File: src/shared/coupler_pkg.sv
/*
  Constants, enumerations and carrier structs for the channel coupler
  connect, assembly/disassembly control and autoload logic.
  Assumes a 10 MHz coupler clock.
*/
package coupler_pkg;
  localparam int unsigned CLK_PERIOD_NS = 100;
  localparam int unsigned ONESHOT_NS = 60;
  localparam int unsigned ONESHOT_CYC =
    ((ONESHOT_NS + CLK_PERIOD_NS - 1) / CLK_PERIOD_NS < 1) ? 1 :
    (ONESHOT_NS + CLK_PERIOD_NS - 1) / CLK_PERIOD_NS;
  localparam int unsigned DEADMAN_S = 4;
  localparam int unsigned DEADMAN_CYC = DEADMAN_S * (1000000000 / CLK_PERIOD_NS);
  localparam int unsigned SCAN_HALF_CYC = 2;
  localparam logic [11:0] AUTOLOAD_CODE = 12'h10C;
  localparam logic [11:0] STATUS_CODE = 12'h00A;
  localparam logic [2:0] EQUIP_ZERO = 3'h0;
  localparam logic [3:0] FORMAT_AUTOLOAD = 4'h0;
  localparam logic [1:0] PATH_PROC_PERIPH = 2'h0;
  localparam logic [3:0] FRAME_RESET = 4'h1;
  localparam int unsigned RESERVED_BIT = 10;

  typedef enum logic [1:0] {
    REG_NONE = 2'h0,
    REG_UPPER = 2'h1,
    REG_LOWER = 2'h2,
    REG_BOTH = 2'h3
  } reg_load_e;

  typedef enum logic [3:0] {
    AL_IDLE = 4'b0001,
    AL_FILL = 4'b0010,
    AL_OFFER = 4'b0100,
    AL_DONE = 4'b1000
  } al_state_e;

  typedef struct packed {
    reg_load_e load;
    logic [3:0] write_decode;
    logic [3:0] read_decode;
    logic [3:0] max_count;
  } ad_ctrl_s;

  typedef struct packed {
    logic function_pulse;
    logic active;
    logic inactive;
    logic full;
  } chan_in_s;
endpackage : coupler_pkg

File: src/rtl/channel_coupler.sv
/*
  Dual-access channel coupler: connect arbitration, function checking,
  autoload sequencing, data/status path selection and A/D control.
  Assumes all channel inputs are asynchronous pulses or levels and that
  the subsystem processor strobes are on ref_clk.
*/
`timescale 1ns/1ps
module channel_coupler #(
  parameter int unsigned DEADMAN_CYCLES = coupler_pkg::DEADMAN_CYC
) (
  // Clock and reset
  input wire logic ref_clk,
  input wire logic arst_n,
  // Peripheral processor channels A and B
  input coupler_pkg::chan_in_s chan_a,
  input coupler_pkg::chan_in_s chan_b,
  input wire logic [11:0] chan_a_data,
  input wire logic [11:0] chan_b_data,
  output logic chan_a_inactive,
  output logic chan_b_inactive,
  output logic chan_a_empty,
  output logic chan_b_empty,
  output logic chan_a_full,
  output logic chan_b_full,
  output logic [11:0] chan_out_data,
  // Build option
  input wire logic dual_access,
  // Subsystem processor controls
  input wire logic [3:0] format,
  input wire logic [1:0] data_path,
  input wire logic [3:0] status_select_lines,
  input wire logic [15:0] status_sources,
  input wire logic proc_inactive,
  input wire logic processor_clear_echo,
  input wire logic input_request,
  input wire logic parity_check,
  output logic [1:0] status_code,
  output logic [15:0] status_input_lines,
  output logic [15:0] coupler_input_word_lines,
  output logic coupler_reply,
  output logic coupler_ready,
  output logic coupler_terminate,
  output logic cycle_stop,
  output logic proc_master_clear,
  output logic force_function,
  output logic go,
  // Observed state
  output logic connect_a,
  output logic connect_b,
  output logic reserved,
  output logic [3:0] frame_count,
  output logic [3:0] write_decode,
  output logic [3:0] read_decode,
  output logic [1:0] reg_load
);
  // ============================================================
  // Synchronisers and edge detectors
  // ============================================================
  logic [7:0] sync1;
  logic [7:0] sync2;
  logic [7:0] sync3;
  logic [7:0] rise;
  always_ff @(posedge ref_clk or negedge arst_n) begin
    if (!arst_n) begin
      sync1 <= 8'h00;
      sync2 <= 8'h00;
      sync3 <= 8'h00;
    end else begin
      sync1 <= {chan_b, chan_a};
      sync2 <= sync1;
      sync3 <= sync2;
    end
  end
  assign rise = sync2 & ~sync3;
  // Bit layout per access: [3]=function [2]=active [1]=inactive [0]=full.
  logic [1:0] fn_p, act_p, inact_p, full_p;
  assign fn_p = {rise[7], rise[3]};
  assign act_p = {rise[6], rise[2]};
  assign inact_p = {rise[5], rise[1]};
  assign full_p = {rise[4], rise[0]};

  // ============================================================
  // Scan divider and deadman
  // ============================================================
  logic [1:0] scan_cnt, next_scan_cnt;
  logic scan_a, next_scan_a;
  logic [31:0] dead_cnt, next_dead_cnt;
  logic dead_exp;
  logic autoload_pulse, ad_clear;
  logic [3:0] al_state, next_al_state;
  always_comb begin
    next_scan_cnt = scan_cnt + 2'd1;
    next_scan_a = scan_a;
    if (scan_cnt == 2'(coupler_pkg::SCAN_HALF_CYC - 1)) begin
      next_scan_cnt = 2'd0;
      next_scan_a = ~scan_a;
    end
    next_dead_cnt = dead_cnt;
    if (!reserved || parity_check || autoload_pulse) begin
      next_dead_cnt = 32'd0;
    end else if (!dead_exp) begin
      next_dead_cnt = dead_cnt + 32'd1;
    end
  end
  assign dead_exp = (dead_cnt >= DEADMAN_CYCLES);
  // Scan B is the complement of scan A, so their falling edges never coincide.
  logic [1:0] scan_fall, scan_rise;
  assign scan_fall = {next_scan_a != scan_a && scan_a == 1'b0,
                      next_scan_a != scan_a && scan_a == 1'b1};
  assign scan_rise = {scan_fall[0], scan_fall[1]};

  // ============================================================
  // Connect logic per access
  // ============================================================
  logic [1:0] fn_hold, next_fn_hold, fn_latch, next_fn_latch, conn, next_conn;
  logic [1:0] drop_req, next_drop_req, stat_seq, next_stat_seq;
  logic [1:0] os_cnt [2];
  logic [1:0] next_os_cnt [2];
  logic [11:0] fn_code [2];
  logic [11:0] next_fn_code [2];
  logic [1:0] merged_fn;
  logic eq_nonzero;
  always_comb begin
    next_fn_hold = fn_hold;
    next_fn_latch = fn_latch;
    next_conn = conn;
    next_drop_req = drop_req;
    next_stat_seq = stat_seq;
    next_os_cnt = os_cnt;
    next_fn_code = fn_code;
    for (int i = 0; i < 2; i++) begin
      if (fn_p[i]) begin
        next_fn_hold[i] = 1'b1;
        next_fn_code[i] = (i == 0) ? chan_a_data : chan_b_data;
        next_os_cnt[i] = 2'(coupler_pkg::ONESHOT_CYC);
      end
      if (os_cnt[i] != 2'd0) begin
        next_os_cnt[i] = os_cnt[i] - 2'd1;
        if (os_cnt[i] == 2'd1) next_fn_latch[i] = 1'b1;
      end
      if (inact_p[i]) begin
        next_fn_hold[i] = 1'b0;
        next_fn_latch[i] = 1'b0;
      end
      if (fn_latch[i] && !conn[1-i] && !dead_exp && scan_fall[i]) begin
        next_conn[i] = 1'b1;
        next_fn_latch[i] = 1'b0;
      end
      if (fn_latch[i] && conn[1-i] && fn_code[i] == coupler_pkg::STATUS_CODE
          && scan_fall[i]) begin
        next_stat_seq[i] = 1'b1;
        next_fn_latch[i] = 1'b0;
      end
      if (stat_seq[i] && (full_p[i] || !conn[1-i])) next_stat_seq[i] = 1'b0;
      if (conn[i] && ((merged_fn[i] && eq_nonzero) || proc_inactive || ad_clear
          || dead_exp)) begin
        next_drop_req[i] = 1'b1;
      end
      if (drop_req[i] && scan_rise[i]) begin
        next_conn[i] = 1'b0;
        next_drop_req[i] = 1'b0;
        next_fn_hold[i] = 1'b0;
      end
      if (!dual_access) next_conn[i] = 1'b0;
    end
  end
  // Single-access builds pass access A's function straight through.
  assign merged_fn = dual_access ? (conn & fn_hold) : {1'b0, fn_hold[0]};
  logic [11:0] chk_code;
  assign chk_code = merged_fn[1] ? fn_code[1] : fn_code[0];
  assign eq_nonzero = chk_code[11:9] != coupler_pkg::EQUIP_ZERO;

  // ============================================================
  // Function checking, autoload sequence and data transfer
  // ============================================================
  logic in_process, next_in_process, autoload, next_autoload;
  logic next_reserved, data_mode, next_data_mode;
  logic [11:0] upper, next_upper, lower, next_lower;
  logic [1:0] held, next_held;
  logic [3:0] next_frame_count;
  logic [1:0] next_empty, next_inactive, next_full_o;
  logic next_reply, next_term, last_seen, next_last_seen;
  logic [3:0] fmt_eff;
  logic [1:0] path_eff;
  logic [1:0] cur;
  coupler_pkg::ad_ctrl_s ad;
  assign fmt_eff = processor_clear_echo ? coupler_pkg::FORMAT_AUTOLOAD : format;
  assign path_eff = processor_clear_echo ? coupler_pkg::PATH_PROC_PERIPH : data_path;
  // Access A is the default path; B is chosen only while B is connected.
  assign cur = conn[1] ? 2'b10 : 2'b01;
  assign autoload_pulse = (|merged_fn) && !in_process && !eq_nonzero
                          && chk_code == coupler_pkg::AUTOLOAD_CODE;
  assign ad_clear = autoload_pulse;

  always_comb begin
    next_in_process = in_process;
    next_autoload = autoload;
    next_reserved = reserved;
    next_data_mode = data_mode;
    next_upper = upper;
    next_lower = lower;
    next_held = held;
    next_frame_count = frame_count;
    next_empty = 2'b00;
    next_inactive = 2'b00;
    next_full_o = {stat_seq[1] & act_p[1], stat_seq[0] & act_p[0]};
    next_reply = 1'b0;
    next_term = 1'b0;
    next_last_seen = last_seen;
    next_al_state = al_state;
    if (|merged_fn && !in_process) begin
      next_autoload = 1'b0;
      next_in_process = !eq_nonzero;
      if (!eq_nonzero) next_reserved = 1'b1;
    end
    if (autoload_pulse) begin
      next_autoload = 1'b1;
      next_reserved = 1'b1;
      next_inactive = cur;
      next_held = 2'b00;
      next_al_state = coupler_pkg::AL_FILL;
    end
    next_inactive = next_inactive | {stat_seq[1] & ~stat_seq[1], 1'b0}
                    | {(next_stat_seq[1] & ~stat_seq[1]), (next_stat_seq[0] & ~stat_seq[0])};
    if (|(act_p & cur) && reserved) begin
      next_data_mode = 1'b1;
      next_frame_count = ad.max_count;
    end
    unique case (al_state)
      coupler_pkg::AL_IDLE: ;
      coupler_pkg::AL_FILL: begin
        if (data_mode && |(full_p & cur)) begin
          if (!held[0]) begin
            next_upper = conn[1] ? chan_b_data : chan_a_data;
            next_held = 2'b01;
            next_empty = cur;
          end else begin
            next_lower = conn[1] ? chan_b_data : chan_a_data;
            next_held = 2'b11;
            next_empty = cur;
            next_al_state = coupler_pkg::AL_OFFER;
          end
        end
        if (data_mode && |(inact_p & cur)) begin
          next_last_seen = 1'b1;
          if (held[0]) next_al_state = coupler_pkg::AL_OFFER;
          else next_al_state = coupler_pkg::AL_DONE;
        end
      end
      coupler_pkg::AL_OFFER: begin
        if (data_mode && |(inact_p & cur)) next_last_seen = 1'b1;
        if (input_request && !coupler_reply) begin
          next_reply = 1'b1;
          next_term = last_seen || |(inact_p & cur);
        end
        if (parity_check) begin
          next_held = 2'b00;
          next_frame_count = (frame_count <= 4'd1) ? ad.max_count
                             : frame_count - 4'd1;
          next_al_state = (next_last_seen) ? coupler_pkg::AL_DONE
                                            : coupler_pkg::AL_FILL;
        end
      end
      coupler_pkg::AL_DONE: begin
        next_autoload = 1'b0;
        next_reserved = 1'b0;
        next_data_mode = 1'b0;
        next_in_process = 1'b0;
        next_last_seen = 1'b0;
        next_al_state = coupler_pkg::AL_IDLE;
      end
      default: next_al_state = coupler_pkg::AL_IDLE;
    endcase
    if (dead_exp || (|(inact_p & cur)) || proc_inactive) begin
      next_reserved = 1'b0;
      next_in_process = 1'b0;
      next_data_mode = 1'b0;
      if (!autoload_pulse) next_autoload = 1'b0;
    end
  end

  ad_control u_ad (
    .format(fmt_eff),
    .frame_count(frame_count),
    .ctrl(ad)
  );

  // ============================================================
  // Registers
  // ============================================================
  always_ff @(posedge ref_clk or negedge arst_n) begin
    if (!arst_n) begin
      scan_cnt <= 2'd0;
      scan_a <= 1'b0;
      dead_cnt <= 32'd0;
      fn_hold <= 2'b00;
      fn_latch <= 2'b00;
      conn <= 2'b00;
      drop_req <= 2'b00;
      stat_seq <= 2'b00;
      os_cnt <= '{2'd0, 2'd0};
      fn_code <= '{12'h000, 12'h000};
      in_process <= 1'b0;
      autoload <= 1'b0;
      reserved <= 1'b0;
      data_mode <= 1'b0;
      upper <= 12'h000;
      lower <= 12'h000;
      held <= 2'b00;
      frame_count <= coupler_pkg::FRAME_RESET;
      al_state <= coupler_pkg::AL_IDLE;
      last_seen <= 1'b0;
      {chan_b_empty, chan_a_empty} <= 2'b00;
      {chan_b_inactive, chan_a_inactive} <= 2'b00;
      {chan_b_full, chan_a_full} <= 2'b00;
      coupler_reply <= 1'b0;
      coupler_terminate <= 1'b0;
    end else begin
      scan_cnt <= next_scan_cnt;
      scan_a <= next_scan_a;
      dead_cnt <= next_dead_cnt;
      fn_hold <= next_fn_hold;
      fn_latch <= next_fn_latch;
      conn <= next_conn;
      drop_req <= next_drop_req;
      stat_seq <= next_stat_seq;
      os_cnt <= next_os_cnt;
      fn_code <= next_fn_code;
      in_process <= next_in_process;
      autoload <= next_autoload;
      reserved <= next_reserved;
      data_mode <= next_data_mode;
      upper <= next_upper;
      lower <= next_lower;
      held <= next_held;
      frame_count <= next_frame_count;
      al_state <= next_al_state;
      last_seen <= next_last_seen;
      {chan_b_empty, chan_a_empty} <= next_empty;
      {chan_b_inactive, chan_a_inactive} <= next_inactive;
      {chan_b_full, chan_a_full} <= next_full_o;
      coupler_reply <= next_reply;
      coupler_terminate <= next_term;
    end
  end

  // ============================================================
  // Output registers: paths, status, initiation and observation
  // ============================================================
  logic [1:0] sel_enc;
  logic [3:0] init_seq;
  always_comb begin
    sel_enc = 2'd0;
    for (int k = 3; k >= 0; k--) begin
      if (status_select_lines[k]) sel_enc = 2'(k);
    end
  end
  always_ff @(posedge ref_clk or negedge arst_n) begin
    if (!arst_n) begin
      status_code <= 2'd0;
      status_input_lines <= 16'h0000;
      coupler_input_word_lines <= 16'h0000;
      chan_out_data <= 12'h000;
      init_seq <= 4'h0;
      {cycle_stop, proc_master_clear, force_function, go} <= 4'h0;
      coupler_ready <= 1'b0;
      connect_a <= 1'b0;
      connect_b <= 1'b0;
      write_decode <= 4'h0;
      read_decode <= 4'h0;
      reg_load <= 2'd0;
    end else begin
      status_code <= sel_enc;
      status_input_lines <= status_sources >> {sel_enc, 2'b00};
      coupler_input_word_lines <= (path_eff == coupler_pkg::PATH_PROC_PERIPH)
                                  ? {upper[7:0], lower[7:0]} : 16'h0000;
      chan_out_data <= 12'((stat_seq != 2'b00) << coupler_pkg::RESERVED_BIT);
      init_seq <= autoload_pulse ? 4'b0001 : {init_seq[2:0], 1'b0};
      {cycle_stop, proc_master_clear, force_function, go} <=
        {init_seq[0], init_seq[1], init_seq[2], init_seq[3]};
      coupler_ready <= next_autoload;
      connect_a <= next_conn[0];
      connect_b <= next_conn[1];
      write_decode <= fmt_eff[0] ? 4'h0 : ad.write_decode;
      read_decode <= fmt_eff[0] ? ad.read_decode : 4'h0;
      reg_load <= ad.load;
    end
  end

  // ============================================================
  // Assertions and cover points
  // ============================================================
  property p_scan_apart;
    @(posedge ref_clk) disable iff (!arst_n) !(scan_fall[0] && scan_fall[1]);
  endproperty
  a_scan_apart: assert property (p_scan_apart) else $error("scan edges coincide");
  property p_conn_excl;
    @(posedge ref_clk) disable iff (!arst_n) !(conn[0] && conn[1]);
  endproperty
  a_conn_excl: assert property (p_conn_excl) else $error("both accesses connected");
  property p_single;
    @(posedge ref_clk) disable iff (!arst_n) !dual_access |=> conn == 2'b00;
  endproperty
  a_single: assert property (p_single) else $error("connect in single build");
  property p_init_order;
    @(posedge ref_clk) disable iff (!arst_n)
      autoload_pulse |-> ##2 cycle_stop ##1 proc_master_clear ##1 force_function ##1 go;
  endproperty
  a_init_order: assert property (p_init_order) else $error("initiation order wrong");
  property p_al_reply;
    @(posedge ref_clk) disable iff (!arst_n)
      autoload_pulse |=> (chan_a_inactive || chan_b_inactive);
  endproperty
  a_al_reply: assert property (p_al_reply) else $error("no inactive reply");
  property p_term_reply;
    @(posedge ref_clk) disable iff (!arst_n) coupler_terminate |-> coupler_reply;
  endproperty
  a_term_reply: assert property (p_term_reply) else $error("terminate without word");
  property p_dead_clear;
    @(posedge ref_clk) disable iff (!arst_n) dead_exp |=> !reserved;
  endproperty
  a_dead_clear: assert property (p_dead_clear) else $error("reserve kept on expiry");
  c_autoload: cover property (@(posedge ref_clk) disable iff (!arst_n) autoload_pulse);
  c_terminate: cover property (@(posedge ref_clk) disable iff (!arst_n) coupler_terminate);
  c_status_reply: cover property (@(posedge ref_clk) disable iff (!arst_n) stat_seq != 2'b00);
endmodule : channel_coupler

File: src/rtl/ad_control.sv
/*
  Assembly/disassembly control lookup: format and frame count to data
  register clear/load and mux decode. Purely combinational.
*/
`timescale 1ns/1ps
module ad_control (
  // Selection
  input wire logic [3:0] format,
  input wire logic [3:0] frame_count,
  // Decoded controls
  output coupler_pkg::ad_ctrl_s ctrl
);
  always_comb begin
    ctrl = '{load: coupler_pkg::REG_NONE, write_decode: 4'h0, read_decode: 4'h0,
             max_count: 4'h1};
    unique case (format)
      4'h0: ctrl.max_count = 4'h1;
      4'h1, 4'h3: ctrl.max_count = 4'h4;
      4'h2: ctrl.max_count = 4'h3;
      4'h4, 4'h5: ctrl.max_count = 4'h2;
      4'h8: ctrl.max_count = 4'h7;
      4'h9: ctrl.max_count = 4'hA;
      default: ctrl.max_count = 4'h1;
    endcase
    unique case ({format, frame_count})
      8'h01: begin ctrl.load = coupler_pkg::REG_BOTH; ctrl.write_decode = 4'h0; end
      8'h14: ctrl.read_decode = 4'h0;
      8'h13: begin ctrl.load = coupler_pkg::REG_UPPER; ctrl.read_decode = 4'h1; end
      8'h12: ctrl.read_decode = 4'h2;
      8'h11: begin ctrl.load = coupler_pkg::REG_LOWER; ctrl.read_decode = 4'h3; end
      8'h23: begin ctrl.load = coupler_pkg::REG_UPPER; ctrl.write_decode = 4'h1; end
      8'h22: begin ctrl.load = coupler_pkg::REG_LOWER; ctrl.write_decode = 4'h2; end
      8'h21: begin ctrl.load = coupler_pkg::REG_BOTH; ctrl.write_decode = 4'h3; end
      8'h34: ctrl.read_decode = 4'h4;
      8'h33: begin ctrl.load = coupler_pkg::REG_UPPER; ctrl.read_decode = 4'hD; end
      8'h32: begin ctrl.load = coupler_pkg::REG_LOWER; ctrl.read_decode = 4'h6; end
      8'h31: begin ctrl.load = coupler_pkg::REG_BOTH; ctrl.read_decode = 4'h7; end
      8'h42: begin ctrl.load = coupler_pkg::REG_UPPER; ctrl.write_decode = 4'h4; end
      8'h41: begin ctrl.load = coupler_pkg::REG_LOWER; ctrl.write_decode = 4'hE; end
      8'h52: begin ctrl.load = coupler_pkg::REG_UPPER; ctrl.read_decode = 4'h4; end
      8'h51: begin ctrl.load = coupler_pkg::REG_LOWER; ctrl.read_decode = 4'h8; end
      8'h61: begin ctrl.load = coupler_pkg::REG_UPPER; ctrl.write_decode = 4'h5; end
      8'h71: begin ctrl.load = coupler_pkg::REG_BOTH; ctrl.read_decode = 4'h8; end
      8'h87: begin ctrl.load = coupler_pkg::REG_UPPER; ctrl.write_decode = 4'h6; end
      8'h86: begin ctrl.load = coupler_pkg::REG_BOTH; ctrl.write_decode = 4'h7; end
      8'h85: begin ctrl.load = coupler_pkg::REG_LOWER; ctrl.write_decode = 4'h8; end
      8'h84: begin ctrl.load = coupler_pkg::REG_BOTH; ctrl.write_decode = 4'h9; end
      8'h83: begin ctrl.load = coupler_pkg::REG_UPPER; ctrl.write_decode = 4'hA; end
      8'h82: begin ctrl.load = coupler_pkg::REG_LOWER; ctrl.write_decode = 4'hB; end
      8'h81: begin ctrl.load = coupler_pkg::REG_BOTH; ctrl.write_decode = 4'hE; end
      8'h9A: ctrl.read_decode = 4'hA;
      8'h99: begin ctrl.load = coupler_pkg::REG_UPPER; ctrl.read_decode = 4'hB; end
      8'h98: begin ctrl.load = coupler_pkg::REG_LOWER; ctrl.read_decode = 4'h9; end
      8'h97: ctrl.read_decode = 4'hC;
      8'h96: begin ctrl.load = coupler_pkg::REG_UPPER; ctrl.read_decode = 4'hD; end
      8'h95: begin ctrl.load = coupler_pkg::REG_LOWER; ctrl.read_decode = 4'hE; end
      8'h94: ctrl.read_decode = 4'h4;
      8'h93: begin ctrl.load = coupler_pkg::REG_UPPER; ctrl.read_decode = 4'hD; end
      8'h92: begin ctrl.load = coupler_pkg::REG_LOWER; ctrl.read_decode = 4'hF; end
      8'h91: begin ctrl.load = coupler_pkg::REG_UPPER; ctrl.read_decode = 4'h7; end
      default: ctrl.load = coupler_pkg::REG_NONE;
    endcase
  end
endmodule : ad_control

File: config.mk
export PLATFORM = sky130hd
export DESIGN_NAME = channel_coupler
export DESIGN_NICKNAME = d
export VERILOG_FILES = /design/src/shared/coupler_pkg.sv /design/src/rtl/channel_coupler.sv /design/src/rtl/ad_control.sv
export SDC_FILE = /design/constraint.sdc
export NUM_CORES = 1
export LEC_CHECK = 0
export BUFFER_PORTS_ARGS = -buffer_cell sky130_fd_sc_hd__buf_2
export CORE_ASPECT_RATIO = 0.6
export CORE_UTILIZATION = 57
export DETAILED_ROUTE_END_ITERATION = 7
export HOLD_SLACK_MARGIN = 0.15
export MAX_ROUTING_LAYER = met4
export PLACE_DENSITY = 0.84
export SYNTH_ARGS = -nofsm -noshare
export SYNTH_HDL_FRONTEND = slang
export SYNTH_HIERARCHICAL = 1
export SYNTH_SLANG_ARGS = --single-unit
File: constraint.sdc
create_clock -name ref_clk -period 2.4 [get_ports ref_clk]
set_input_delay 0.72 -clock ref_clk [delete_from_list [all_inputs] [get_ports ref_clk]]
set_output_delay 0.72 -clock ref_clk [all_outputs]
set_load 0.01 [all_outputs]
# Word-level counts from Yosys, hierarchy flattened
# Memories as Yosys holds them, arrays and structs flattened.
# Index checks and enable logic that the tools add are counted.
# totals
register_bits	191
rom_bits	64
input_bits	65
elab_cells	304
memories	1
# op_classes
add_sub_neg	5
n_lt_le_gt_ge	2
n_eq_ne	47
shifts	1
muxes	98
bitwise_logic	15
n_reduce_logical	85
# mem_list
memory	words	width	read_ports	rd_clocked_by_memory_dff	wr	line	source
(name not given)	16	4	1	0	0	ad_control.sv:16	unique case (format)
# ops
cell	count
== test 8 bit, second input constant	17
two-way mux 32 bit	2
two-way mux 4 bit	15
== test 8 x 6 -> 1 bit, second input constant	7
case mux 4 bit (14 select lines)	1
two-way mux 1 bit	53
== test 8 x 7 -> 1 bit, second input constant	6
case mux 4 bit (12 select lines)	1
two-way mux 2 bit	19
adder 32 x 1 -> 32 bit, second input constant	1
greater-or-equal comparator 32 x 26 -> 1 bit, second input constant	1
logical AND 1 bit	29
== test 12 x 4 -> 1 bit, second input constant	2
== test 8 x 5 -> 1 bit, second input constant	3
nonzero test 4 bit	5
nonzero test 3 bit	6
two-way mux 16 bit	1
>> shifter 16 x 4 -> 16 bit	1
nonzero test 2 bit	7
OR reduction 2 bit	7
logical OR 1 bit	13
== test 12 x 9 -> 1 bit, second input constant	1
two-way mux 12 bit	1
case mux 4 bit (3 select lines)	1
other kinds (31)	53

# Depth between registers and ports, before layout
# Gate-level depths: netlist of run 1.
# depth
word_depth	12
depth_mapped	9
depth_no_buf	8

# Cells and area by module
# The synthesis of run 1 kept the hierarchy.
# modules_own_cells
mod	instances	cells_each	area_per_inst_um2
channel_coupler	1	687	7897.6
ad_control	1	121	788.3

# Least setup slack after synthesis of run 1
# OpenSTA, ideal clock, no wires.
# synth_path
path_kind	input -> register
startpoint	input dual_access
endpoint	register dead_cnt[15]
setup_ns	0.125
t_arrival_ns	1.987
path_slack_ns	0.289
stages	5
path_cell_list	nand3_2 -> or4_1 -> o32ai_1 -> nor3_1 -> mux2_2
# synth_via
elab_chain_cells	8
elab_cells_between_ends	12
# synth_lines
item	line	source
from (decl)	channel_coupler.sv:27	input wire logic dual_access,
two-way mux 2 bit *	channel_coupler.sv:168	assign merged_fn = dual_access ? (conn & fn_hold) : {1'b0, fn_hold[0]};
two-way mux 12 bit	channel_coupler.sv:170	assign chk_code = merged_fn[1] ? fn_code[1] : fn_code[0];
nonzero test 3 bit	channel_coupler.sv:171	assign eq_nonzero = chk_code[11:9] != coupler_pkg::EQUIP_ZERO;
zero test 1 bit	-	
logical AND 1 bit	channel_coupler.sv:191	assign autoload_pulse = (|merged_fn) && !in_process && !eq_nonzero
logical AND 1 bit *	channel_coupler.sv:192	&& chk_code == coupler_pkg::AUTOLOAD_CODE;
logical OR 1 bit *	channel_coupler.sv:99	if (!reserved || parity_check || autoload_pulse) begin
!= test 2 x 1 -> 1 bit (no line) / two-way mux 32 bit (equally long branches)	-	
to (signal assigned)	channel_coupler.sv:321	dead_cnt <= next_dead_cnt;
to (decl)	channel_coupler.sv:87	logic [31:0] dead_cnt, next_dead_cnt;
# Mark *: on every way between the ends. The rest lies on a longest branch, timed or not.
# A chain may end at the register's enable or synchronous reset.

# Final worst setup path of run 1
# layout_path
startpoint	register dead_cnt[20]
endpoint	register fn_latch[1]
# layout_via
elab_chain_cells	6
elab_cells_between_ends	9
# layout_lines
item	line	source
greater-or-equal comparator 32 x 26 -> 1 bit *	channel_coupler.sv:105	assign dead_exp = (dead_cnt >= DEADMAN_CYCLES);
zero test 1 bit *	channel_coupler.sv:145	if (fn_latch[i] && !conn[1-i] && !dead_exp && scan_fall[i]) begin
logical AND 1 bit * (2 in series)	channel_coupler.sv:145	
nonzero test 4 bit (no line) / two-way mux 1 bit (equally long branches)	-	
AND reduction 2 bit (no line) / two-way mux 1 bit (equally long branches)	-	
to (signal assigned)	channel_coupler.sv:323	fn_latch <= next_fn_latch;
to (decl)	channel_coupler.sv:115	logic [1:0] fn_hold, next_fn_hold, fn_latch, next_fn_latch, conn, next_conn;
# Marks and branches as above.

==> out/results.md, run 1 <==
| Group | Metric | This run |
| --- | --- | --- |
| sta | Hold slack | 0.275 ns |
| cts | Clock latency at the later pin of the worst-skew pair | 0.44 ns |
| drt | TritonRoute pass-1 iters | 6 |
| grt | Maximum number of pins on one net before global-route repair | 68 |
| place | Placed Cells | 1141 |
| sta | Pin slew with the least headroom to its limit | 0.701 ns |
| drt | DRC violation count after routing | 0 |
| power | Switching share of total power | 28.5% |
| finish | Filler Cells Inserted | 1052 |
| synthesis | Post-synthesis instance area | 8690 um2 |
| synthesis | FF+latch count, synth | 188 |
| synthesis | Ys Warns | 6 |
| worst hold path | Worst hold path type | in2async |
| sta | Clock Skews | 0.0137 ns |
| cts | Number of clock sinks | 188 |
| floorplanning | I/O pin count | 141 |
| sta | Total negative setup slack | 0 ns |
| synthesis | Proportion of synthesized chip area in sequential cells | 54.2% |
| sta | Share of the cycle needed by the critical path after routing | 94.6% |
| power | Internal power component | 5170 uW |
| synthesis | Gate Count Post-Synth | 808 |
| place | Detailed-placement wirelength estimate | 14500 um |
| finish | Total area of multi-input combinational cells | 3700 um2 |
| power | Clock Power Share | 38.6% |
| job | Count of maximum capacitance violations | 0 |
| cts | Maximum clock insertion buffer count | 2 |
| grt | Total track usage | 28.2% |
| floorplanning | Initial standard-cell utilization of the core | 59.2% |
| sta | Maximum clock frequency | 0.441 GHz |
| drt | Vias post-DR | 6808 |
| grt | Antenna violations before repair | 0 |
| sta | Hold violation total from the final report | 0 |
| sta | Min Tclk post-route | 2.27 ns |
| setup path | Worst R2R Path Depth | 5 |
| finish | Area used by sequential logic in the layout | 4710 um2 |
| drt | Number of DRC markers in iteration 0 | 588 |
| sta | Max-slew violation count | 0 |
| power | Total power | 7240 uW |
| drt | Per-cell routed wire length | 17.5 um |
| cts | Cts bufs inserted | 17 |
| synthesis | Dominant register cell in the synthesized netlist | dfrtp_1 |
| finish | Post-layout util | 70.8% |
| synthesis | Leading cell types by total area after synthesis | dfrtp_1 (54%), mux2_2 (3.9%), nor2_1 (3.0%) |
| synthesis | Number of different library cells in the post-synthesis netlist | 81 |
| cts | Hold_buf cts | 0 |
| synthesis | Avg Inst Size Synth | 10.7 um2 |
| setup path | Worst-path fanout max | 8 |
| power | Worst supply voltage drop on vdd | 445 uV |
| run status | Outcome | finished clean |
| power | Cell area power density | 696 nW/um2 |
| grt | Global-route wire length before repair | 33700 um |
| synthesis | Number of flops mapped to enable cells by yosys | 0 |
| grt | GRT overflow | 0 |
| power | Comb power frac | 13.1% |
| place | RD Place Congestion | 1.02 |
| cts | CTS HTree Levels | 4 |
| finish | Number of non-filler instances in the completed layout | 1173 |
| sta | Count of endpoints failing setup in the final report | 0 |
| drt | Detailed-route vias per instance | 5.80 |
| place | Quantity of I/O buffers inserted on ports | 129 |
| setup path | Startpoint-to-endpoint class of the critical path | reg2reg |
| synthesis | Top cell type's share of synthesized area | 53.6% |
| floorplanning | Core area | 14700 um2 |
| floorplanning | Die Footprint | 15800 um2 |
| finish | Area Growth Syn to Fin | 19.6% |
| finish | Layout net count | 1033 |
| cts | Clock input transition at the sequential cells of the worst setup and hold paths | 0.08 ns |
| setup path | Startpoint types | flop |
| drt | Antenna Violating Nets Remaining | 0 |
| floorplanning | Number of core rows | 34 |
| sta | Setup repair after global routing missed its margin | no |
| power | Leakage Power | 0.00483 uW |
| synthesis | Most area-hungry cell type in the Yosys netlist | dfrtp_1 |
| setup path | Data required time of the critical path | 2.67 ns |
| grt | Via count of the first global-routing pass | 6455 |
| sta | Max transition margin | 53.2% |
| synthesis | Most numerous cell types in the synthesized netlist | dfrtp_1 (186), nor2_1 (70), nand2_1 (49), o21ai_0 (34), a21oi_1 (32) |
| finish | Fraction of layout instances using a drive strength above 1 | 26.6% |
| synthesis | Async SR Flop Fraction | 100% |
| synthesis | Most repeated cell in the gate-level netlist after synthesis | dfrtp_1 |
| setup path | Arrival time of data at the critical path endpoint | 2.54 ns |
| finish | Antenna Cells | 0 |
| cts | TritonCTS clock tree | built |
| floorplanning | X dimension of the die | 161 um |
| power | Part of the total power dissipated in sequential elements | 48.3% |
| cts | Clock root buffer | clkbuf_16 |
| setup path | Critical path capture point type | flop |
| power | Sw power | 2070 uW |
| floorplanning | Y dimension of the die | 97.6 um |
| drt | Detailed-route wire length | 20600 um |
## metal layers
layer  GRT usage (%)  share of wire (%)  vias to the layer above
met4            6.46                1.2                        0
met1            42.9                 48                     3291
met3            6.57                8.2                       27
met2            38.0                 43                      329
met5               -                  0                        -
li1                -                  -                     3161
## per-stage QoR
| step | cell area (um2) | setup WS, ns |
|---|---|---|
| after floorplan | 8720 | 0.289 |
| after global placement | 9760 | 0.0731 |
| after detailed placement | 9760 | 0.101 |
| after CTS | 10400 | 0.134 |
| after global routing | 10400 | 0.00125 |
| final | 10400 | 0.130 |
## placed cells by master (no fill, tap or decap), types with 6 or more instances in the layout
cell type / instances
dfrtp_1: 186
buf_2: 128
nor2_1: 70
nand2_1: 49
buf_4: 37
o21ai_0: 34
a21oi_1: 32
and2_1: 31
mux2_2: 30
nand3_1: 29
mux2i_1: 26
nor2b_1: 26
inv_1: 21
clkbuf_16: 17
nand2b_1: 16
or3_1: 16
and3_1: 16
nor3_1: 13
nand4_1: 12
conb_1: 11
xnor2_1: 10
nor4_1: 9
and3b_1: 7
nand4b_1: 6
a31oi_1: 6
o211ai_1: 6
a2111oi_0: 6
ha_1: 6
clkinv_8: 6
buf_12: 6
## power by group through the flow
stage	sequential, uW	clock (uW)	combinational [uW]
final	3500	2790	947
after global routing	3520	2970	1030
after CTS	3490	2830	936
after detailed placement	3550	0	928
after global placement	3540	0	918
after floorplan	3530	0	564
## area by class of cell
| type | count | share of cell area [%] |
|---|---|---|
| Sequential cell | 188 | 45.3 |
| Multi-Input combinational cell | 561 | 35.6 |
| Timing Repair Buffer | 172 | 10.1 |
| Clock buffer | 18 | 4.13 |
| Tap cell | 198 | 2.38 |
| Clock inverter | 14 | 1.67 |
| Inverter | 22 | 0.795 |
## cells by family (layout without fill, tap and decap cells)
kind of cell               Yosys count  after routing  synth area share, %
AOI/OAI and AO/OA                  137            137                 10.7
adders and majority gates            6              6                0.864
other                                1             11               0.0432
xor gates and xnor gates            14             14                 1.41
DFF                                188            188                 54.2
buffers and inverters               69            226                 3.95
and+or+nand+nor                    337            337                 21.9
muxes                               56             56                 6.89
## worst max-delay path, cell delays in order (launching register included)
cell       delay [ns]
dfrtp_1          0.43
nor3_2           0.30
and4_1           0.43
a21o_1           0.26
nor2_1           0.13
a2111oi_0        0.55
## sequential cells by signal, summed over array words and instances (netlist names), 4 cells and up
register	cells
status_input_lines	16
fn_code	24
sync1	8
dead_cnt	32
read_decode	4
frame_count	4
os_cnt	4
coupler_input_word_lines	16
upper	8
write_decode	4
sync3	8
al_state	4
lower	8
init_seq	4
sync2	8
## path summary, 6_finish.rpt
kind / from / endpoint / slack [ns]
min in group ref_clk: sync1[3]$_DFF_PN0_ / sync2[3]$_DFF_PN0_ / 0.35
max in group asynchronous: arst_n / held[0]$_DFF_PN0_ / 1.48
max reg2reg: dead_cnt[20]$_DFFE_PN0P_ / fn_latch[1]$_DFFE_PN0P_ / 0.13
min reg2reg: sync1[3]$_DFF_PN0_ / sync2[3]$_DFF_PN0_ / 0.35
max: dead_cnt[20]$_DFFE_PN0P_ / fn_latch[1]$_DFFE_PN0P_ / 0.13
min: arst_n / coupler_input_word_lines[7]$_DFF_PN0_ / 0.27
## timing repair
item / in CTS / in global routing
setup endpoints to repair: 0 / 2
setup buffers: 0 / 0
gates resized for setup: 0 / 3
Power figures use the tool's default switching activity.
==> run 2: changes to the inputs <==
--- a/config.mk
+++ b/config.mk
@@ -5,6 +5,8 @@
 export SDC_FILE = /design/constraint.sdc
 export NUM_CORES = 1
 export LEC_CHECK = 0
+export ABC_AREA = 1
+export ABC_CLOCK_PERIOD_IN_PS = 2400
 export BUFFER_PORTS_ARGS = -buffer_cell sky130_fd_sc_hd__buf_2
 export CORE_ASPECT_RATIO = 0.6
 export CORE_UTILIZATION = 57
==> run 2 against run 1 <==
Area after synthesis is 2.1% higher. Combinational power is 4.2% lower. Maximum frequency is 4.8% higher. Wire length rose by 9.4%. Via count is 14% higher. Utilization fell by 0.68 points. Largest power group unchanged. Critical path type unchanged. Final cell count increased by 23%. Design area up 0.19%.
==> out/results.md, run 2 <==
| Group | Metric | This run |
| --- | --- | --- |
| finish | Register containing the most flip-flops in the final layout | dead_cnt |
| drt | Detailed-route vias per instance | 5.39 |
| sta | Share of the cycle needed by the critical path after routing | 90.2% |
| setup path | Startpoint-to-endpoint class of the critical path | reg2reg |
| setup path | Max incr delay on CP | 0.45 ns |
| setup path | Critical path capture point type | flop |
| place | Placement Cell Area | 9790 um2 |
| finish | Max reg flops | 32 |
| synthesis | Most area-hungry cell type in the Yosys netlist | dfrtp_1 |
| drt | Top layer reached by signal wires | met4 |
| synthesis | Proportion of synthesized chip area in sequential cells | 53.1% |
| setup path | Startpoint types | flop |
| synthesis | Dominant register cell in the synthesized netlist | dfrtp_1 |
| sta | Setup repair after global routing missed its margin | no |
| floorplanning | Die Footprint | 16100 um2 |
| finish | Top library cells by usage in the layout, fill and taps aside | nand2_1 (224), dfrtp_1 (186), inv_1 (161) |
| cts | TritonCTS clock tree | built |
| sta | Pin slew with the least headroom to its limit | 0.711 ns |
| power | Internal power component | 5110 uW |
| power | Clock Power Share | 39.4% |
| finish | Layout net count | 1301 |
| drt | Detailed-route wire length | 22500 um |
| grt | Antenna violations before repair | 0 |
| setup path | Count of buffering cells on the critical path with inverters included | 2 |
| cts | Hold_buf cts | 0 |
| synthesis | Most repeated cell in the gate-level netlist after synthesis | nand2_1 |
| power | Cell area power density | 701 nW/um2 |
| drt | Detailed-routed wire length on met2 | 9510 um |
| sta | Clock Skews | 0.0136 ns |
| synthesis | Async SR Flop Fraction | 100% |
| cts | Clock root buffer | clkbuf_16 |
| cts | CTS HTree Levels | 4 |
| sta | Min Tclk post-route | 2.17 ns |
| power | Part of the total power dissipated in sequential elements | 48.2% |
| sta | Maximum clock frequency | 0.462 GHz |
| drt | Met1 wire length | 10400 um |
| cts | Clock input transition at the sequential cells of the worst setup and hold paths | 0.08 ns |
| finish | Post-Layout Inst Area | 10400 um2 |
| finish | Area Growth Syn to Fin | 17.3% |
| place | Detailed-placement wirelength estimate | 16300 um |
| synthesis | Post-synthesis instance area | 8870 um2 |
| synthesis | FF+latch count, synth | 188 |
| synthesis | Top cell type's share of synthesized area | 52.5% |
| power | Total power | 7300 uW |
| cts | Number of gates resized after cts | 0 |
| power | Comb power frac | 12.4% |
| finish | Fraction of layout instances using a drive strength above 1 | 18.1% |
| power | Sw power | 2190 uW |
| worst hold path | Worst hold path type | in2async |
| floorplanning | Initial standard-cell utilization of the core | 59.8% |
| setup path | Arrival time of data at the critical path endpoint | 2.48 ns |
| synthesis | Ys Warns | 6 |
| grt | Via count of the first global-routing pass | 7313 |
| setup path | Worst-path fanout max | 11 |
| sta | Max transition margin | 52.5% |
| grt | GRT overflow | 0 |
| grt | Total track usage | 30.5% |
| setup path | Data required time of the critical path | 2.71 ns |
| drt | DRC violation count after routing | 0 |
| floorplanning | Number of core rows | 34 |
| drt | Antenna Violating Nets Remaining | 0 |
| finish | Biggest registers after layout | dead_cnt (32), fn_code (24) |
| setup path | Cell repeated most along the worst path | nand2_1 |
| power | Leakage Power | 0.00532 uW |
| sta | Max-slew violation count | 0 |
| grt | Maximum number of pins on one net before global-route repair | 63 |
| floorplanning | Y dimension of the die | 98.6 um |
| floorplanning | I/O pin count | 141 |
| setup path | Worst path cell trace | inv_1, a21oi_1, o21ai_1, nor2_4, nand3_4, nand2_4, nor2_2, inv_2, nand2_1, nand2_1 |
| finish | Antenna Cells | 0 |
| job | Count of maximum capacitance violations | 0 |
| cts | Number of clock sinks | 188 |
| synthesis | Number of different library cells in the post-synthesis netlist | 46 |
| run status | Outcome | finished clean |
| cts | Post-CTS setup-driven buffer insertion count | 0 |
| sta | Hold violation total from the final report | 0 |
| synthesis | Number of flops mapped to enable cells by yosys | 0 |
| synthesis | Gate Count Post-Synth | 1085 |
| synthesis | Most numerous cell types in the synthesized netlist | nand2_1 (224), dfrtp_1 (186), inv_1 (161), nor2_1 (160), o21ai_0 (67) |
| synthesis | Avg Inst Size Synth | 8.18 um2 |
| floorplanning | X dimension of the die | 163 um |
| sta | Count of endpoints failing setup in the final report | 0 |
| setup path | Cell type group with the largest total delay on the critical path | simple AND/OR/NAND/NOR gates |
| drt | Met3 wire length | 2450 um |
| power | Switching share of total power | 30.0% |
| floorplanning | Core area | 14800 um2 |
| cts | Clock latency at the later pin of the worst-skew pair | 0.43 ns |
| cts | Maximum clock insertion buffer count | 2 |
| finish | Filler Cells Inserted | 1137 |
| drt | Per-cell routed wire length | 15.6 um |
| drt | Number of DRC markers in iteration 0 | 802 |
| drt | Vias post-DR | 7761 |
| drt | TritonRoute pass-1 iters | 5 |
| setup path | CP max stage cell | dfrtp_1 |
| place | RD Place Congestion | 0.944 |
| place | Quantity of I/O buffers inserted on ports | 129 |
| power | Worst supply voltage drop on vdd | 365 uV |
| grt | Global-route wire length before repair | 36800 um |
| synthesis | Leading cell types by total area after synthesis | dfrtp_1 (52%), nand2_1 (9.5%), inv_1 (6.8%) |
| finish | Leading cell type in the layout, fill and taps excluded | nand2_1 |
| cts | Cts bufs inserted | 17 |
-- run 2: changes by cell type after synthesis, sizes merged, moves of 18 or more --
cell	before	now
inv	21	166
and2	32	0
nor2b	26	0
nand3	30	62
a21oi	32	50
mux2	30	12
o21ai	35	87
mux2i	26	2
nor2	70	173
nand2	50	228
-- run 2: final timing paths --
| kind | from | to | slack (ns) | cells after the start |
|---|---|---|---|---|
| worst max-delay path | conn[0]$_DFF_PN0_ | dead_cnt[11]$_DFFE_PN0P_ | 0.23 | 10 |
| worst min-delay path | arst_n | coupler_input_word_lines[10]$_DFF_PN0_ | 0.23 | 1 |
| worst max register to register | conn[0]$_DFF_PN0_ | dead_cnt[11]$_DFFE_PN0P_ | 0.23 | 10 |
| worst min register to register | sync1[1]$_DFF_PN0_ | sync2[1]$_DFF_PN0_ | 0.35 | 0 |
| max in group asynchronous | arst_n | frame_count[0]$_DFF_PN1_ | 1.43 | 2 |
| min in group ref_clk | sync1[1]$_DFF_PN0_ | sync2[1]$_DFF_PN0_ | 0.35 | 0 |
-- run 2: logic make-up (layout without fill, tap and decap cells) --
group,count (synthesis),after routing,synth area share (%)
flip-flops,188,188,53.1
other,1,11,0.0423
XOR/XNOR,11,11,1.09
adder cells (fa/ha/maj),6,6,0.846
buffers and inverters,199,347,9.31
AO/OA/AOI/OAI,146,146,8.62
AND/OR/NAND/NOR,520,520,25.3
multiplexers,14,14,1.75
-- run 2: power groups by stage --
stage / Combinational (uW) / Clock (uW) / Sequential (uW)
2_1_floorplan: 503 / 0 / 3570
3_3_place_gp: 866 / 0 / 3560
3_5_place_dp: 883 / 0 / 3570
4_1_cts: 898 / 2900 / 3510
5_1_grt: 1010 / 3060 / 3530
6_report: 907 / 2880 / 3520
-- run 2: per-layer routing --
metal	track usage (%)	vias up
met5	-	-
met4	5.46	0
met3	8.50	23
met2	42.2	390
met1	45.1	3651
li1	-	3697
-- run 2: final cells by class --
type / count / area (um2) / share of cell area, %
tap: 198 / 248 / 2.38
multi-input combinational: 708 / 3380 / 32.5
inverter: 166 / 623 / 5.99
timing repair buffer: 149 / 830 / 7.97
sequential: 188 / 4710 / 45.2
clock buffer: 17 / 425 / 4.09
clock inverter: 15 / 195 / 1.87
-- run 2: metrics by stage --
| stage | utilization (%) | instances | worst slack, ns | TNS, ns | hold slack (ns) |
|---|---|---|---|---|---|
| 2_1_floorplan | - | 1095 | 0.327 | 0 | 0.331 |
| 4_1_cts | 70.1 | 1441 | 0.285 | 0 | 0.236 |
| 3_3_place_gp | 65.9 | 1409 | 0.129 | 0 | 0.332 |
| 6_report | 70.1 | 1441 | 0.235 | 0 | 0.227 |
| 3_5_place_dp | 65.9 | 1409 | -0.0501 | -0.198 | 0.335 |
| 5_1_grt | 70.1 | 1441 | 0.0872 | 0 | 0.242 |
==> run 3: changes to the inputs <==
--- a/config.mk
+++ b/config.mk
@@ -8,12 +8,13 @@
 export ABC_AREA = 1
 export ABC_CLOCK_PERIOD_IN_PS = 2400
 export BUFFER_PORTS_ARGS = -buffer_cell sky130_fd_sc_hd__buf_2
-export CORE_ASPECT_RATIO = 0.6
+export CORE_ASPECT_RATIO = 1.4
 export CORE_UTILIZATION = 57
 export DETAILED_ROUTE_END_ITERATION = 7
 export HOLD_SLACK_MARGIN = 0.15
 export MAX_ROUTING_LAYER = met4
-export PLACE_DENSITY = 0.84
+export PLACE_DENSITY = 0.9
+export SKIP_LAST_GASP = 1
 export SYNTH_ARGS = -nofsm -noshare
 export SYNTH_HDL_FRONTEND = slang
 export SYNTH_HIERARCHICAL = 1
==> run 3 against run 2 <==
Clock skew is 0.0038 ns lower. Via count is 0.93% lower. Wire length is 4.9% lower. Clock-buffer cell count stayed put. Setup slack better by 0.019 ns. Critical path type is now reg2out. Highest routed layer unchanged.
==> out/results.md, run 3 (synthesis gave the netlist of run 2 again) <==
| Group | Metric | This run |
| --- | --- | --- |
| place | Placement Cell Area | 9820 um2 |
| floorplanning | Number of core rows | 53 |
| finish | Filler Cells Inserted | 1212 |
| floorplanning | Initial standard-cell utilization of the core | 58.7% |
| power | Clock Power Share | 39.5% |
| drt | TritonRoute pass-1 iters | 6 |
| cts | Hold_buf cts | 0 |
| sta | Maximum clock frequency | 0.466 GHz |
| grt | Antenna violations before repair | 0 |
| finish | Total area of multi-input combinational cells | 3380 um2 |
| power | Leakage Power | 0.00534 uW |
| finish | Register containing the most flip-flops in the final layout | dead_cnt |
| place | RD Place Congestion | 0.941 |
| sta | Max transition margin | 51.4% |
| setup path | Data required time of the critical path | 1.68 ns |
| finish | Number of non-filler instances in the completed layout | 1439 |
| cts | CTS HTree Levels | 4 |
| floorplanning | Die Footprint | 16100 um2 |
| drt | Vias post-DR | 7689 |
| floorplanning | Y dimension of the die | 150 um |
| sta | Hold violation total from the final report | 0 |
| power | Worst supply voltage drop on vdd | 572 uV |
| sta | Clock Skews | 0.00978 ns |
| floorplanning | Core area | 15100 um2 |
| finish | Biggest registers after layout | dead_cnt (32), fn_code (24) |
| power | Cell area power density | 697 nW/um2 |
| power | Switching share of total power | 27.6% |
| setup path | Startpoint of the lowest-slack register-to-register path | dead_cnt[13]$_DFFE_PN0P_ |
| place | Placed Cells | 1407 |
| finish | Layout net count | 1305 |
| power | Sw power | 2010 uW |
| floorplanning | I/O pin count | 141 |
| cts | Clock latency at the later pin of the worst-skew pair | 0.44 ns |
| finish | Max reg flops | 32 |
| job | Count of maximum capacitance violations | 0 |
| finish | Top library cells by usage in the layout, fill and taps aside | nand2_1 (224), dfrtp_1 (186), inv_1 (161) |
| setup path | Arrival time of data at the critical path endpoint | 1.43 ns |
| drt | Antenna Violating Nets Remaining | 0 |
| setup path | Startpoint types | flop |
| cts | Clock input transition at the sequential cells of the worst setup and hold paths | 0.07 ns |
| setup path | Worst R2R Path Depth | 9 |
| finish | Area used by sequential logic in the layout | 4710 um2 |
| drt | DRC violation count after routing | 0 |
| setup path | Worst-path fanout max | 25 |
| finish | Area Growth Syn to Fin | 17.5% |
| cts | Number of gates resized after cts | 0 |
| cts | Post-CTS setup-driven buffer insertion count | 0 |
| sta | Max-slew violation count | 0 |
| place | Quantity of I/O buffers inserted on ports | 129 |
| finish | Antenna Cells | 0 |
| floorplanning | X dimension of the die | 107 um |
| setup path | Reg-to-reg critical path endpoint | dead_cnt[13]$_DFFE_PN0P_ |
| sta | Min Tclk post-route | 2.15 ns |
| power | Internal power component | 5260 uW |
| drt | Number of DRC markers in iteration 0 | 537 |
| cts | Clock root buffer | clkbuf_16 |
| finish | Post-layout util | 69.0% |
| cts | Cts bufs inserted | 17 |
| run status | Outcome | finished clean |
| drt | Detailed-route wire length | 21400 um |
| grt | Via count of the first global-routing pass | 7764 |
| cts | Number of clock sinks | 188 |
| setup path | Critical path capture point type | output pin |
| grt | Global-route wire length before repair | 35600 um |
| worst hold path | Worst hold path type | in2async |
| grt | Total track usage | 29.5% |
| sta | Hold slack | 0.245 ns |
| sta | Count of endpoints failing setup in the final report | 0 |
| drt | Detailed-route vias per instance | 5.34 |
| sta | Setup repair after global routing missed its margin | no |
| finish | Post-Layout Inst Area | 10400 um2 |
| cts | TritonCTS clock tree | built |
| setup path | Startpoint-to-endpoint class of the critical path | reg2out |
| grt | Maximum number of pins on one net before global-route repair | 56 |
| setup path | R2R setup slack | 0.28 ns |
| sta | Total negative setup slack | 0 ns |
| grt | GRT overflow | 0 |
| drt | Per-cell routed wire length | 14.9 um |
| power | Comb power frac | 12.2% |
| place | Detailed-placement wirelength estimate | 15900 um |
| power | Part of the total power dissipated in sequential elements | 48.3% |
| sta | Pin slew with the least headroom to its limit | 0.727 ns |
| finish | Leading cell type in the layout, fill and taps excluded | nand2_1 |
| finish | Fraction of layout instances using a drive strength above 1 | 18.4% |
| sta | Share of the cycle needed by the critical path after routing | 89.4% |
| cts | Maximum clock insertion buffer count | 2 |
run 3: final cells by class:
| cell class | instances | area share, % |
|---|---|---|
| clock buffers | 17 | 4.08 |
| inverters | 166 | 5.98 |
| flip-flops and latches | 188 | 45.1 |
| multi-input cells | 708 | 32.4 |
| clock inverters | 15 | 1.69 |
| repair buffers | 153 | 8.36 |
| well taps | 192 | 2.30 |
run 3: worst max-delay path by stage:
stage	start	end	slack, ns	cells past startpoint
floorplan	format[0]	read_decode[2]$_DFF_PN0_	0.33	11
global placement	processor_clear_echo	read_decode[2]$_DFF_PN0_	0.11	11
detailed placement	processor_clear_echo	read_decode[0]$_DFF_PN0_	0.09	11
CTS	conn[1]$_DFF_PN0_	connect_b	0.26	2
global route	dead_cnt[13]$_DFFE_PN0P_	dead_cnt[13]$_DFFE_PN0P_	0.09	9
finish	conn[1]$_DFF_PN0_	connect_b	0.25	2
run 3: metal layers:
metal	track usage (%)	wire [um]	up-vias
li1	-	-	3699
met3	4.97	1070	60
met4	13.7	698	0
met2	50.5	11200	293
met5	-	0	-
met1	33.5	8440	3637
run 3: worst max-delay path: stages, from the launching register on:
cell and delay [ns]:
dfrtp_1 0.49, buf_4 0.31, buf_2 0.19
run 3: metrics by stage:
| step | worst slack (ns) | power, uW |
|---|---|---|
| detailed placement | 0.0862 | 4450 |
| floorplan | 0.327 | 4070 |
| global placement | 0.110 | 4410 |
| finish | 0.253 | 7260 |
| global route | 0.0860 | 7580 |
| CTS | 0.264 | 7300 |
run 3: power groups by stage:
stage          logic (uW)  clock network [uW]  registers, uW
2_1_floorplan         503                   0           3570
3_3_place_gp          859                   0           3550
3_5_place_dp          885                   0           3570
4_1_cts               891                2900           3510
5_1_grt               999                3050           3530
6_report              887                2870           3510
